File: config.mk
export PLATFORM = sky130hd
export DESIGN_NAME = afm_mode_ctrl
export DESIGN_NICKNAME = d
export VERILOG_FILES = /design/src/core/afm_pkg.sv /design/src/core/afm_sync.sv /design/src/core/afm_shift.sv /design/src/core/afm_mode_ctrl.sv
export SDC_FILE = /design/constraint.sdc
export NUM_CORES = 1
export LEC_CHECK = 0
export ABC_AREA = 1
export BUFFER_PORTS_ARGS = -buffer_cell sky130_fd_sc_hd__buf_2
export CAP_MARGIN = 20
export CORE_UTILIZATION = 55
export DETAILED_ROUTE_END_ITERATION = 7
export PLACE_DENSITY = 0.87
export SLEW_MARGIN = 30
export SYNTH_ARGS = -nofsm -noshare
export SYNTH_HDL_FRONTEND = slang
export SYNTH_SLANG_ARGS = --single-unit
File: constraint.sdc
create_clock -name core_clk -period 2.22 [get_ports core_clk]
set_input_delay 0.222 -clock core_clk [delete_from_list [all_inputs] [get_ports core_clk]]
set_output_delay 0.222 -clock core_clk [all_outputs]
set_load 0.005 [all_outputs]
File: src/core/afm_pkg.sv
package afm_pkg;

    // serial word layout: first received bit ends up at the top of the word
    localparam int unsigned AFM_WORD_W      = 8;
    localparam int unsigned AFM_ATT_W       = 7;
    localparam int unsigned AFM_FLAG_W      = 6;
    localparam int unsigned AFM_SEL_POS     = 7;
    localparam int unsigned AFM_GRP_POS     = 6;
    localparam int unsigned AFM_ATT_MSB     = 6;
    localparam int unsigned AFM_FLAG_MSB    = 5;

    // reset values of the stored words
    localparam logic [6:0]  AFM_ATT_RST     = 7'h00;
    localparam logic [5:0]  AFM_FLAG_RST    = 6'h00;
    localparam logic [7:0]  AFM_WORD_RST    = 8'h00;

    // selector values
    localparam logic        AFM_SEL_ATT     = 1'b0;
    localparam logic        AFM_GRP_ONE     = 1'b0;

    // synchroniser depth for every pin input
    localparam int unsigned AFM_SYNC_STAGES = 2;

    // group 1, first field is the first flag received (bit 5)
    typedef struct packed {
        logic both_outputs_left;
        logic both_outputs_right;
        logic cd_rate_flag;
        logic rate_choice_flag;
        logic emphasis_undo_flag;
        logic silence_flag;
    } afm_group1_t;

    // group 2, same ordering
    typedef struct packed {
        logic system_clock_choice;
        logic word_clock_polarity;
        logic input_length_select;
        logic output_short_select;
        logic output_long_select;
        logic dc_shift_enable;
    } afm_group2_t;

    // control pins that are ored with interface flags
    typedef struct packed {
        logic cd_rate_pin;
        logic rate_choice_pin;
        logic emphasis_undo_pin;
        logic silence_pin;
    } afm_pins_t;

    // effective settings after the or
    typedef struct packed {
        logic cd_rate_effective;
        logic rate_choice_effective;
        logic emphasis_undo_effective;
        logic silence_effective;
    } afm_effective_t;

    typedef enum logic [1:0] {
        AFM_BIL_STEREO  = 2'h0,
        AFM_BIL_RIGHT   = 2'h1,
        AFM_BIL_INVALID = 2'h3,
        AFM_BIL_LEFT    = 2'h2
    } afm_bilingual_t;

    typedef enum logic [1:0] {
        AFM_OUT_16 = 2'h0,
        AFM_OUT_18 = 2'h1,
        AFM_OUT_20 = 2'h2
    } afm_out_len_t;

    // waiting for the first word clock edge after reset, then running
    typedef enum logic {
        AFM_ST_WAIT_WCLK = 1'b0,
        AFM_ST_RUN       = 1'b1
    } afm_state_t;

endpackage

File: src/core/afm_sync.sv
module afm_sync
    import afm_pkg::*;
#(
    parameter int unsigned W = 4
) (
    input  wire logic         core_clk,
    input  wire logic         arst_n,
    input  wire logic [W-1:0] async_in,
    output logic      [W-1:0] sync_out
);

    logic [W-1:0] meta_q;

    // two stages; the first one is read by the second only
    always_ff @(posedge core_clk or negedge arst_n) begin
        if (!arst_n) begin
            meta_q   <= '0;
            sync_out <= '0;
        end else begin
            meta_q   <= async_in;
            sync_out <= meta_q;
        end
    end

endmodule

File: src/core/afm_shift.sv
module afm_shift
    import afm_pkg::*;
#(
    parameter int unsigned W = AFM_WORD_W
) (
    input  wire logic         core_clk,
    input  wire logic         arst_n,
    input  wire logic         shift_en,
    input  wire logic         bit_in,
    output logic      [W-1:0] word_q
);

    // oldest bit moves toward the msb; extra pulses just push it out
    always_ff @(posedge core_clk or negedge arst_n) begin
        if (!arst_n) begin
            word_q <= '0;
        end else if (shift_en) begin
            word_q <= {word_q[W-2:0], bit_in};
        end
    end

endmodule

File: src/core/afm_mode_ctrl.sv
module afm_mode_ctrl
    import afm_pkg::*;
(
    input  wire logic           core_clk,
    input  wire logic           arst_n,
    input  wire logic           serial_config_data,
    input  wire logic           serial_config_clock,
    input  wire logic           config_latch_strobe,
    input  wire logic           word_clock_in,
    input  wire afm_pins_t      control_pins,
    output logic [6:0]          attenuation_coefficient,
    output afm_group1_t         mode_group_one,
    output afm_group2_t         mode_group_two,
    output afm_effective_t      effective,
    output logic                cd_mode_active,
    output logic                emphasis_active,
    output logic                soft_mute_active,
    output afm_bilingual_t      bilingual_mode,
    output logic                half_rate_sys_clock,
    output logic                left_while_wclk_high,
    output logic                input_18bit,
    output afm_out_len_t        output_length,
    output logic                dc_offset_active,
    output logic                config_ready
);

    logic [3:0]              link_s;
    afm_pins_t               pins_s;
    logic                    sclk_prev_q;
    logic                    strobe_prev_q;
    logic                    wclk_prev_q;
    logic [2:0]              settle_q;
    logic                    sclk_rise;
    logic                    strobe_rise;
    logic                    wclk_rise;
    logic                    data_s;
    logic [AFM_WORD_W-1:0]   shift_word;
    afm_state_t              state_q;
    afm_state_t              state_d;
    logic                    init_clear;
    logic                    store_att;
    logic                    store_one;
    logic                    store_two;
    logic [6:0]              att_q;
    afm_group1_t             grp1_q;
    afm_group2_t             grp2_q;
    afm_effective_t          eff_d;

    // link pins share one synchroniser so their relative timing is kept
    afm_sync #(
        .W        (4)
    ) u_link_sync (
        .core_clk (core_clk),
        .arst_n   (arst_n),
        .async_in ({serial_config_data, serial_config_clock,
                    config_latch_strobe, word_clock_in}),
        .sync_out (link_s)
    );

    // static control pins are asynchronous too
    afm_sync #(
        .W        (4)
    ) u_pin_sync (
        .core_clk (core_clk),
        .arst_n   (arst_n),
        .async_in (control_pins),
        .sync_out (pins_s)
    );

    assign data_s = link_s[3];

    // previous samples for edge detection, taken after the sync stages
    always_ff @(posedge core_clk or negedge arst_n) begin
        if (!arst_n) begin
            sclk_prev_q   <= 1'b0;
            strobe_prev_q <= 1'b0;
            wclk_prev_q   <= 1'b0;
            settle_q      <= 3'h0;
        end else begin
            sclk_prev_q   <= link_s[2];
            strobe_prev_q <= link_s[1];
            wclk_prev_q   <= link_s[0];
            settle_q      <= {settle_q[1:0], 1'b1}; // idle-high strobe no edge
        end
    end

    assign sclk_rise   = link_s[2] & ~sclk_prev_q & settle_q[2];
    assign strobe_rise = link_s[1] & ~strobe_prev_q & settle_q[2];
    assign wclk_rise   = link_s[0] & ~wclk_prev_q & settle_q[2];

    // data is delayed by the same stages as the clock, so the bit seen at
    // the detected edge is the one the host held stable around it
    afm_shift #(
        .W        (AFM_WORD_W)
    ) u_shift (
        .core_clk (core_clk),
        .arst_n   (arst_n),
        .shift_en (sclk_rise),
        .bit_in   (data_s),
        .word_q   (shift_word)
    );

    // reset-release sequencer: waits for the first word clock rise
    always_comb begin
        state_d = state_q;
        case (state_q)
            AFM_ST_WAIT_WCLK: begin
                if (wclk_rise) begin
                    state_d = AFM_ST_RUN;
                end
            end
            AFM_ST_RUN: begin
                state_d = AFM_ST_RUN;
            end
            default: begin
                state_d = AFM_ST_WAIT_WCLK;
            end
        endcase
    end

    always_ff @(posedge core_clk or negedge arst_n) begin
        if (!arst_n) begin
            state_q <= AFM_ST_WAIT_WCLK;
        end else begin
            state_q <= state_d;
        end
    end

    assign init_clear = (state_q == AFM_ST_WAIT_WCLK) && wclk_rise;

    // selector decode on the latch edge
    assign store_att = strobe_rise
                     && (shift_word[AFM_SEL_POS] == AFM_SEL_ATT);
    assign store_one = strobe_rise
                     && (shift_word[AFM_SEL_POS] != AFM_SEL_ATT)
                     && (shift_word[AFM_GRP_POS] == AFM_GRP_ONE);
    assign store_two = strobe_rise
                     && (shift_word[AFM_SEL_POS] != AFM_SEL_ATT)
                     && (shift_word[AFM_GRP_POS] != AFM_GRP_ONE);

    // attenuation word; the clear on the first word clock edge wins
    always_ff @(posedge core_clk or negedge arst_n) begin
        if (!arst_n) begin
            att_q <= AFM_ATT_RST;
        end else if (init_clear) begin
            att_q <= AFM_ATT_RST;
        end else if (store_att) begin
            att_q <= shift_word[AFM_ATT_MSB:0];
        end
    end

    // group 1 flags
    always_ff @(posedge core_clk or negedge arst_n) begin
        if (!arst_n) begin
            grp1_q <= afm_group1_t'(AFM_FLAG_RST);
        end else if (init_clear) begin
            grp1_q <= afm_group1_t'(AFM_FLAG_RST);
        end else if (store_one) begin
            grp1_q <= afm_group1_t'(shift_word[AFM_FLAG_MSB:0]);
        end
    end

    // group 2 flags
    always_ff @(posedge core_clk or negedge arst_n) begin
        if (!arst_n) begin
            grp2_q <= afm_group2_t'(AFM_FLAG_RST);
        end else if (init_clear) begin
            grp2_q <= afm_group2_t'(AFM_FLAG_RST);
        end else if (store_two) begin
            grp2_q <= afm_group2_t'(shift_word[AFM_FLAG_MSB:0]);
        end
    end

    // pins alone rule while flags stay low; system must tie pins low
    // when it drives settings over the serial link
    always_comb begin
        eff_d.cd_rate_effective       = pins_s.cd_rate_pin
                                      | grp1_q.cd_rate_flag;
        eff_d.rate_choice_effective   = pins_s.rate_choice_pin
                                      | grp1_q.rate_choice_flag;
        eff_d.emphasis_undo_effective = pins_s.emphasis_undo_pin
                                      | grp1_q.emphasis_undo_flag;
        eff_d.silence_effective       = pins_s.silence_pin
                                      | grp1_q.silence_flag;
    end

    // effective settings and their plain meanings, all registered
    always_ff @(posedge core_clk or negedge arst_n) begin
        if (!arst_n) begin
            effective        <= '0;
            cd_mode_active   <= 1'b0;
            emphasis_active  <= 1'b0;
            soft_mute_active <= 1'b0;
        end else begin
            effective        <= eff_d;
            cd_mode_active   <= eff_d.cd_rate_effective;
            emphasis_active  <= eff_d.emphasis_undo_effective;
            soft_mute_active <= eff_d.silence_effective;
        end
    end

    // bilingual decode; both flags high is passed on as invalid
    always_ff @(posedge core_clk or negedge arst_n) begin
        if (!arst_n) begin
            bilingual_mode <= AFM_BIL_STEREO;
        end else begin
            case ({grp1_q.both_outputs_left, grp1_q.both_outputs_right})
                2'h0:    bilingual_mode <= AFM_BIL_STEREO;
                2'h1:    bilingual_mode <= AFM_BIL_RIGHT;
                2'h2:    bilingual_mode <= AFM_BIL_LEFT;
                default: bilingual_mode <= AFM_BIL_INVALID;
            endcase
        end
    end

    // group 2 meanings
    always_ff @(posedge core_clk or negedge arst_n) begin
        if (!arst_n) begin
            half_rate_sys_clock  <= 1'b0;
            left_while_wclk_high <= 1'b1;
            input_18bit          <= 1'b0;
            dc_offset_active     <= 1'b0;
        end else begin
            half_rate_sys_clock  <= grp2_q.system_clock_choice;
            left_while_wclk_high <= ~grp2_q.word_clock_polarity;
            input_18bit          <= grp2_q.input_length_select;
            dc_offset_active     <= grp2_q.dc_shift_enable;
        end
    end

    // output length; both selects high falls back to 18 bits
    always_ff @(posedge core_clk or negedge arst_n) begin
        if (!arst_n) begin
            output_length <= AFM_OUT_18;
        end else begin
            case ({grp2_q.output_short_select, grp2_q.output_long_select})
                2'h1:    output_length <= AFM_OUT_20;
                2'h2:    output_length <= AFM_OUT_16;
                default: output_length <= AFM_OUT_18;
            endcase
        end
    end

    // high once the post-reset clear has happened
    always_ff @(posedge core_clk or negedge arst_n) begin
        if (!arst_n) begin
            config_ready <= 1'b0;
        end else begin
            config_ready <= (state_d == AFM_ST_RUN);
        end
    end

    assign attenuation_coefficient = att_q;
    assign mode_group_one          = grp1_q;
    assign mode_group_two          = grp2_q;
endmodule

# Word level (Yosys, flattened, before mapping)
# Index checks and enable logic that the tools add are counted.
[totals]
reg_bits = 62
latch_bits = 0
ram_bits = 0
rom_bits = 0
input_bits = 10
out_inout_bits = 35
elab_cells = 73
n_memories = 0
[op_classes]
addsub = 0
multipliers = 0
n_div = 0
order_cmp = 0
eq_ne = 4
shift = 0
mux = 10
bitwise_logic = 17
reduce_logical = 9
[ops]
columns = ["op", "count"]
rows = [
  ["$mux W6", 4],
  ["$mux W7", 2],
  ["$not A1 Y1", 7],
  ["$and A1 B1 Y1", 6],
  ["$pmux W2 S3", 1],
  ["$reduce_bool A2 Y1", 3],
  ["$logic_and A1 B1 Y1", 5],
  ["$eq A2 B1 Y1 const B", 2],
  ["$eq A2 B2 Y1 const B", 2],
  ["$or A1 B1 Y1", 4],
  ["$pmux W2 S2", 1],
  ["$logic_not A2 Y1", 1],
  ["$pmux W1 S2", 1],
  ["$mux W1", 1],
]

# Longest topological paths before layout
# Gate-level depths: netlist of the first run.
[logic_depth]
word_depth = 7
mapped_depth = 6
mapped_depth_nobuf = 6

# Hierarchy
# A second synthesis of the first run with hierarchy kept.
[unflattened]
cells_unflattened = 189
hier_area_um2 = 2199.6
[modules_own_cells]
columns = ["module", "instances", "cells_per_inst", "area_each_um2", "seq_area_each_um2"]
rows = [
  ["afm_mode_ctrl", 1, 139, 1493.9, 953.4],
  ["afm_sync", 2, 8, 200.2, 200.2],
  ["afm_shift", 1, 34, 305.3, 200.2],
]

# Least setup slack after synthesis of the first run
# Ideal clock, no wire load.
[synth_path]
path_type = "register to register"
from = "reg wclk_prev_q"
to = "reg att_q[6] (netlist: attenuation_coefficient[6])"
setup_ps = 117
arrival_time_ps = 913
t_required_ps = 2103
slack_ps = 1189
stages_incl_launch_ff = 6
n_path_buf = 1
synth_period_minus_slack_ps = 1031
cell_sequence = "dfrtp_1 > nor2_8 > nand2_4 > buf_6 > nand3_1 > nand2_1"
[synth_between]
elab_chain_cells = 5
word_cells_on_any_way = 6
cone_classes = "mux (1); bitwise (3); reduce/logical (2)"
[synth_rtl]
columns = ["item", "line_no", "source"]
rows = [
  ["start, declared", "afm_mode_ctrl.sv:31", "logic wclk_prev_q;"],
  ["start signal, assigned", "afm_mode_ctrl.sv:82", "wclk_prev_q <= link_s[0];"],
  ["$not A1 Y1 *", "afm_mode_ctrl.sv:89", "assign wclk_rise = link_s[0] & ~wclk_prev_q & settle_q[2];"],
  ["$and A1 B1 Y1 * (2 in series)", "afm_mode_ctrl.sv:89", ""],
  ["$logic_and A1 B1 Y1 *", "afm_mode_ctrl.sv:129", "assign init_clear = (state_q == AFM_ST_WAIT_WCLK) && wclk_rise;"],
  ["$mux W7 / $reduce_bool A2 Y1 (equally long branches)", "n/a", ""],
  ["end signal, assigned", "afm_mode_ctrl.sv:148", "att_q <= shift_word[AFM_ATT_MSB:0];"],
  ["end, declared", "afm_mode_ctrl.sv:44", "logic [6:0] att_q;"],
]
# Every way passes the cells marked *; elsewhere a longest branch is shown, timed or not.
# A chain may end at the register's enable or synchronous reset.

# Worst setup path in the final report of the first run
[layout_path]
from = "reg sclk_prev_q"
to = "reg u_shift.word_q[7]"
[layout_between]
elab_chain_cells = 3
[layout_rtl]
columns = ["item", "line_no", "source"]
rows = [
  ["start, declared", "afm_mode_ctrl.sv:29", "logic sclk_prev_q;"],
  ["start signal, assigned", "afm_mode_ctrl.sv:80", "sclk_prev_q <= link_s[2];"],
  ["$not A1 Y1", "afm_mode_ctrl.sv:87", "assign sclk_rise = link_s[2] & ~sclk_prev_q & settle_q[2];"],
  ["$and A1 B1 Y1 (2 in series)", "afm_mode_ctrl.sv:87", ""],
  ["end signal, assigned", "afm_shift.sv:18", "word_q <= {word_q[W-2:0], bit_in};"],
  ["end, declared", "afm_shift.sv:10", "output logic [W-1:0] word_q"],
]
# Every way passes these cells.

==> run metrics, run 1 <==
Site Rows=22; io pins=45; die area=4150 um2; Reg2Reg Setup Slack=1020 ps; DP HPWL=2.34 mm; diode count=0; peak fanout along the critical path=16; reg2reg end=u_shift.word_q[7]; Die H=64.4 um; post-synth net total=190; worst-margin pin slew=600 ps; number of routed nets with antenna violations=0; final hold viol count=0; Post-route DRC=0; Sink Count=62; Area growth, synth to finish=23.4%; FF/Latch Area=1550 um2; setup tns final=0 ps; WP data required=2410 ps; CP Buf/Inv Count=0; CTS tree=yes; synth warn=0; core area=3690 um2; final core utilization=71.7%; area of the mapped netlist=2140 um2; layout cells sized above 1=30.4%; leakage power=1.42 nW; Placed Instance Area=2390 um2; nets=247; worst vdd ir=705 uV; GRT overflow=0; max-cap viol count=0; clock buffer count from CTS=9; routed via count=1426; final instance area=2640 um2; clock insertion delay at the later pin of the skew report=330 ps; Post-CTS Setup Repair Bufs=0; placed insts=264; CTS max path bufs=2; first-pass GRT wire length=5.98 mm; hold depth=0; Seq/Total Area, Yosys=72.5%; vias in the first global route=1399; PD cells=914 nW/um2; max incr delay on CP=430 ps; final period demand of the worst path=1200 ps; fin cells=288; drt pass-1 iters=4; crit path DAT=1390 ps; Synth Register Bits=62; 1st-iter DRT viols=120; Via density=4.95; initial antenna violation count=0; hold_sp=settle_q[0]; R2R depth=3; Initial Util=58.1%; htree depth=3; Clock Skew=6.90 ps; Worst Hold Path EP=settle_q[1]; CP endpoint kind=flip-flop; gr usage total=20.1%; Total Power=2.42 mW; Worst setup SP type=flip-flop; Filler Cells Inserted=267; number of buffers added on ports=44; CP cell instances=nand3b_1 -> nand2_1 -> o21ai_0; Final Max Slew Viols=0; worst rel slew slack=60.0%; Worst path slowest cell=nand3b_1; crit path kind=flip-flop to flip-flop; area used by multi-input combinational logic=479 um2; Post-Syn Instances=179; Post-Route WL=3.47 mm; RR Startpoint=sclk_prev_q; Mean Syn Cell Area=12.0 um2; family with the most delay on the worst path=simple AND/OR/NAND/NOR gates; clock slew at reported path FFs=60 ps; final setup fails=0; WL per Instance=12.0 um; Die X=64.4 um; Tcrit/Tclk final=54.0%; post-synth cell types=23; RSZ-0062 raised after global routing=false; clock root buffer master=clkbuf_8; GP Congestion=0.811; largest net degree at the start of global routing=36; post_cts resized=0; worst hold path type=flip-flop to flip-flop; WP depth=3; status=finished, final reports clean; fmax=834 MHz
==> registers in the layout (all words and copies together) (netlist names), 2 cells and up <==
register                 count
attenuation_coefficient      7
bilingual_mode               2
mode_group_one               6
mode_group_two               6
output_length                2
settle_q                     3
u_link_sync.meta_q           4
u_link_sync.sync_out         4
u_pin_sync.meta_q            4
u_pin_sync.sync_out          4
u_shift.word_q               8
==> logic make-up after synthesis <==
logic type | after synthesis | share of synthesized area (%)
and+or+nand+nor | 78 | 18.1
other | 1 | 0.175
buffers and inverters | 22 | 5.14
DFF | 62 | 72.5
AOI/OAI and AO/OA | 15 | 3.50
adders and majority gates | 1 | 0.584
==> worst reg2reg max path, delay by kind of cell (launching register included) <==
family,cells,cell delay [ps]
DFF,1,360
and+or+nand+nor,2,600
AOI/OAI and AO/OA,1,100
==> how the worst max path moves through the flow <==
stage / slack (ps) / start / end
finish: 1020 / sclk_prev_q / u_shift.word_q[7]
global route: 900 / sclk_prev_q / u_shift.word_q[2]
CTS: 1000 / sclk_prev_q / u_shift.word_q[7]
detailed placement: 1010 / sclk_prev_q / u_shift.word_q[7]
global placement: 1130 / sclk_prev_q / u_shift.word_q[2]
floorplan: 1190 / wclk_prev_q / attenuation_coefficient[6]
==> timing repair <==
action | 4_1_cts | 5_1_grt
hold endpoints to repair | 33 | 0
hold buffers | 9 | 0
setup endpoints to repair | 0 | 0
==> power breakdown <==
group / leakage, nW / internal, mW / switching, mW
clock network: 0.0865 / 0.459 / 0.383
logic: 0.560 / 0.120 / 0.142
registers: 0.778 / 1.24 / 0.0707
==> cells in the mapped netlist <==
| cell type | number | area share (%) |
|---|---|---|
| a21oi_1 | 7 | 1.6 |
| buf_2 | 1 | 0.23 |
| buf_4 | 3 | 1.1 |
| buf_6 | 2 | 1.1 |
| clkbuf_1 | 2 | 0.35 |
| clkinv_1 | 1 | 0.17 |
| conb_1 | 1 | 0.17 |
| dfrtp_1 | 60 | 70 |
| dfstp_2 | 2 | 2.5 |
| ha_1 | 1 | 0.58 |
| inv_1 | 10 | 1.8 |
| inv_2 | 3 | 0.53 |
| nand2_1 | 39 | 6.8 |
| nand2_2 | 2 | 0.58 |
| nand2_4 | 1 | 0.53 |
| nand3_1 | 26 | 6.1 |
| nand3_2 | 2 | 0.93 |
| nand3b_1 | 1 | 0.35 |
| nor2_1 | 1 | 0.17 |
| nor2_4 | 1 | 0.53 |
| nor2_8 | 1 | 0.93 |
| o21ai_0 | 8 | 1.9 |
| or2_2 | 4 | 1.2 |
==> layer usage <==
metal / track usage [%] / share of wire (%)
met5: 0 / 0
met1: 23.9 / 42
met4: 13.6 / 2.5
met3: 5.81 / 5.6
met2: 31.7 / 50
==> final cells by class <==
type	count	share of cell area (%)
Clock buffer	14	6.15
Clock inverter	1	0.189
Inverter	14	1.99
Multi-Input combinational cell	95	18.1
Sequential cell	62	58.8
Tap cell	48	2.27
Timing Repair Buffer	54	12.5
==> placed cells by master (no fill, tap or decap), types with 2 or more instances in the layout <==
cell           synthesis  final
inv_1                 10     10
dfstp_2                2      2
nand3_1               26     26
clkbuf_1               2      3
clkbuf_8               0     11
or2_2                  4      4
inv_2                  3      3
dfrtp_1               60     60
buf_2                  1     44
nand2_2                2      2
nand2_1               39     39
o21ai_0                8      8
a21oi_1                7      7
dlygate4sd3_1          0      9
nand3_2                2      2
==> metrics by stage <==
| step | setup WS, ps | hold slack (ps) |
|---|---|---|
| after floorplan | 1190 | -73.6 |
| after global routing | 897 | 353 |
| after global placement | 1130 | 260 |
| after CTS | 995 | 348 |
| after detailed placement | 1010 | 262 |
| final | 1020 | 346 |
(Power assumes the default switching activity.)
==> run 2: changes to the inputs <==
--- a/config.mk
+++ b/config.mk
@@ -5,12 +5,12 @@
 export SDC_FILE = /design/constraint.sdc
 export NUM_CORES = 1
 export LEC_CHECK = 0
-export ABC_AREA = 1
+export ABC_AREA = 0
 export BUFFER_PORTS_ARGS = -buffer_cell sky130_fd_sc_hd__buf_2
 export CAP_MARGIN = 20
-export CORE_UTILIZATION = 55
+export CORE_UTILIZATION = 47
 export DETAILED_ROUTE_END_ITERATION = 7
-export PLACE_DENSITY = 0.87
+export PLACE_DENSITY = 0.8
 export SLEW_MARGIN = 30
 export SYNTH_ARGS = -nofsm -noshare
 export SYNTH_HDL_FRONTEND = slang
==> constraint.sdc (replaced) <==
create_clock -name core_clk -period 1 [get_ports core_clk]
set_input_delay 0.1 -clock core_clk [delete_from_list [all_inputs] [get_ports core_clk]]
set_output_delay 0.1 -clock core_clk [all_outputs]
set_load 0.005 [all_outputs]
==> run metrics, run 2 <==
status=complete, but fails checks; violations in the final reports=setup timing; final setup fails=30 (+30); Most used DFF post-synth=dfrtp_1; routed via count=1313 (-7.9%); htree depth=3 (unchanged); DP HPWL=2.42 mm (+3.2%); Largest register FFs=8 (unchanged); first-pass GRT wire length=6.22 mm (+4.0%); fin cells=271 (-5.9%); Final Max Slew Viols=0 (unchanged); CTS tree=yes; clock power share=30.0% (-4.8 points); dominant cells by area after synthesis=dfrtp_1 71%, mux2i_1 9.0%, mux2_2 3.7%; area of the mapped netlist=2100 um2 (-1.8%); synth warn=0 (unchanged); Post-Syn Instances=142 (-21%); worst hold path type=primary input to async pin; clock buffer count from CTS=9 (unchanged); vias in the first global route=1298 (-7.2%); 1st-iter DRT viols=73 (-39%); Sink Count=62 (unchanged); WL per Instance=14.7 um (+22%); placed insts=239 (-9.5%); Initial Util=50.8% (-7.3 points); diode count=0 (unchanged); Synth top cells by count=60 x dfrtp_1, 19 x mux2i_1, 19 x nand2_1; nets=227 (-8.1%); initial antenna violation count=0 (unchanged); Synth Register Bits=62 (unchanged); RSZ-0062 raised after global routing=true; Area growth, synth to finish=38.1%; gr usage total=19.5% (-0.56 points); setup tns final=-5800 ps (-5800 ps); hold_ws=293 ps (-52.6 ps); largest net degree at the start of global routing=63 (+75%); Seq/Total Area, Yosys=73.8% (+1.3 points); ys async rst share=100% (unchanged); final period demand of the worst path=1310 ps (+112 ps); Via density=4.85 (-2.1%); Final WS setup=-311 ps (-1330 ps); Die X=68.9 um (+7.0%); PD cells=2110 nW/um2 (+130%); final core utilization=70.1% (-1.6 points); Placed Instance Area=2460 um2 (+2.9%); Combinational Power Share=17.6% (+6.8 points); Site Rows=23 (+4.5%); final hold viol count=0 (unchanged); NetSw=1.73 mW (+190%); number of buffers added on ports=44 (unchanged); max-cap viol count=0 (unchanged); drt pass-1 iters=4 (unchanged); most common cell after layout, fill and taps aside=dfrtp_1; post-synth top area share=71.3% (+1.3 points); Seq pwr share=52.4% (-1.9 points); cell taking the most area after synthesis=dfrtp_1; FF/Latch Area=1550 um2 (unchanged); fmax=763 MHz (-8.6%); Die H=68.9 um (+7.0%); R2R depth=4 (+1); switching portion of total power=28.2% (+3.6 points); Post-Route WL=3.99 mm (+15%); Post-route DRC=0 (unchanged); clock insertion delay at the later pin of the skew report=340 ps (about the same); Reg2Reg Setup Slack=-310 ps (-1330 ps); layout cells sized above 1=46.6% (+16 points); WP data required=1220 ps (-1190 ps); final instance area=2910 um2 (+9.9%); Clock Skew=15.6 ps (+8.65 ps); Filler Cells Inserted=298 (+12%); GP Congestion=0.746 (-8.0%); crit path kind=flip-flop to flip-flop; area used by multi-input combinational logic=564 um2 (+18%); io pins=45 (unchanged); CP endpoint=attenuation_coefficient[5]; die area=4750 um2 (+14%); peak fanout along the critical path=7 (-9); commonest non-fill, non-tap cells in the layout=60 x dfrtp_1, 42 x buf_2, 18 x mux2i_1, 12 x nand2_1; post-synth net total=153 (-19%); crit path DAT=1530 ps (+140 ps); Mean Syn Cell Area=14.8 um2 (+24%); Total Power=6.14 mW (+150%); Largest Register=u_shift.word_q; clock slew at reported path FFs=60 ps (about the same); Worst setup SP type=flip-flop; number of routed nets with antenna violations=0 (unchanged); most frequent cell after synthesis=dfrtp_1; reg2reg end=attenuation_coefficient[5]; CP Launch Point=strobe_prev_q; worst vdd ir=1560 uV (+120%); core area=4140 um2 (+12%); post-synth cell types=22 (-4.3%); clock root buffer master=clkbuf_8; RR Startpoint=strobe_prev_q; P_int=4.41 mW (+140%); post-placement setup slack=-281 ps (-1290 ps); GRT overflow=0 (unchanged); CTS max path bufs=2 (unchanged); leakage power=1.49 nW (+4.7%); Post-synth EDFFs=0 (unchanged); Tcrit/Tclk final=131% (+77 points); CP endpoint kind=flip-flop
## run 2: cell count changes after synthesis, sizes merged, moves of 6 or more
| cell | delta |
|---|---|
| nor2 | +6 |
| o21ai | -7 |
| nand2 | -23 |
| nand3 | -28 |
| mux2 | +7 |
| inv | -10 |
| mux2i | +19 |
| a21oi | -7 |
## run 2: repair_timing
action | CTS | global route
gates resized for setup | 21 | 10
hold buffers | 9 | 0
cloned | 1 | 0
endpoints found under the hold margin | 68 | 0
pin swaps | 3 | 3
setup endpoints to repair | 31 | 38
setup buffers | 2 | 4
## run 2: logic make-up after synthesis
family,synth area share (%)
DFF,73.8
AOI/OAI and AO/OA,0.238
adders and majority gates,0.594
muxes,12.8
buffers and inverters,3.33
other,0.178
and+or+nand+nor,9.04
## run 2: power groups by stage
stage | Clock, mW | Combinational (mW) | Sequential (mW)
floorplan | 0 | 0.427 | 3.17
detailed placement | 0 | 0.874 | 3.22
CTS | 1.89 | 1.02 | 3.20
finish | 1.84 | 1.08 | 3.22
global placement | 0 | 0.823 | 3.19
global route | 2.02 | 1.20 | 3.27
## run 2: critical path, stage by stage, from the launching register on
cell and delay [ps]:
dfrtp_1 390, nor4bb_2 310, buf_4 230, mux2i_1 210, nor2_1 60
## run 2: routing by layer
metal | global-route usage (%) | wire (um)
met1 | 24.5 | 1680
met3 | 8.39 | 253
met2 | 29.4 | 2000
met4 | 8.42 | 47
met5 | 0 | 0
## run 2: worst min path at each step
stage               slack (ps)    from                         end
global placement           120  arst_n           bilingual_mode[1]
finish                     290  arst_n           bilingual_mode[0]
CTS                        300  arst_n                 input_18bit
global route               350  arst_n           mode_group_two[5]
floorplan                 -200  arst_n  attenuation_coefficient[0]
detailed placement         130  arst_n           bilingual_mode[1]
## run 2: final cells by class
class,instances,share of cell area [%]
clock buffers,10,4.39
clock inverters,6,1.25
inverters,3,0.388
multi-input cells,68,19.4
flip-flops and latches,62,53.5
well taps,50,2.15
repair buffers,72,18.9
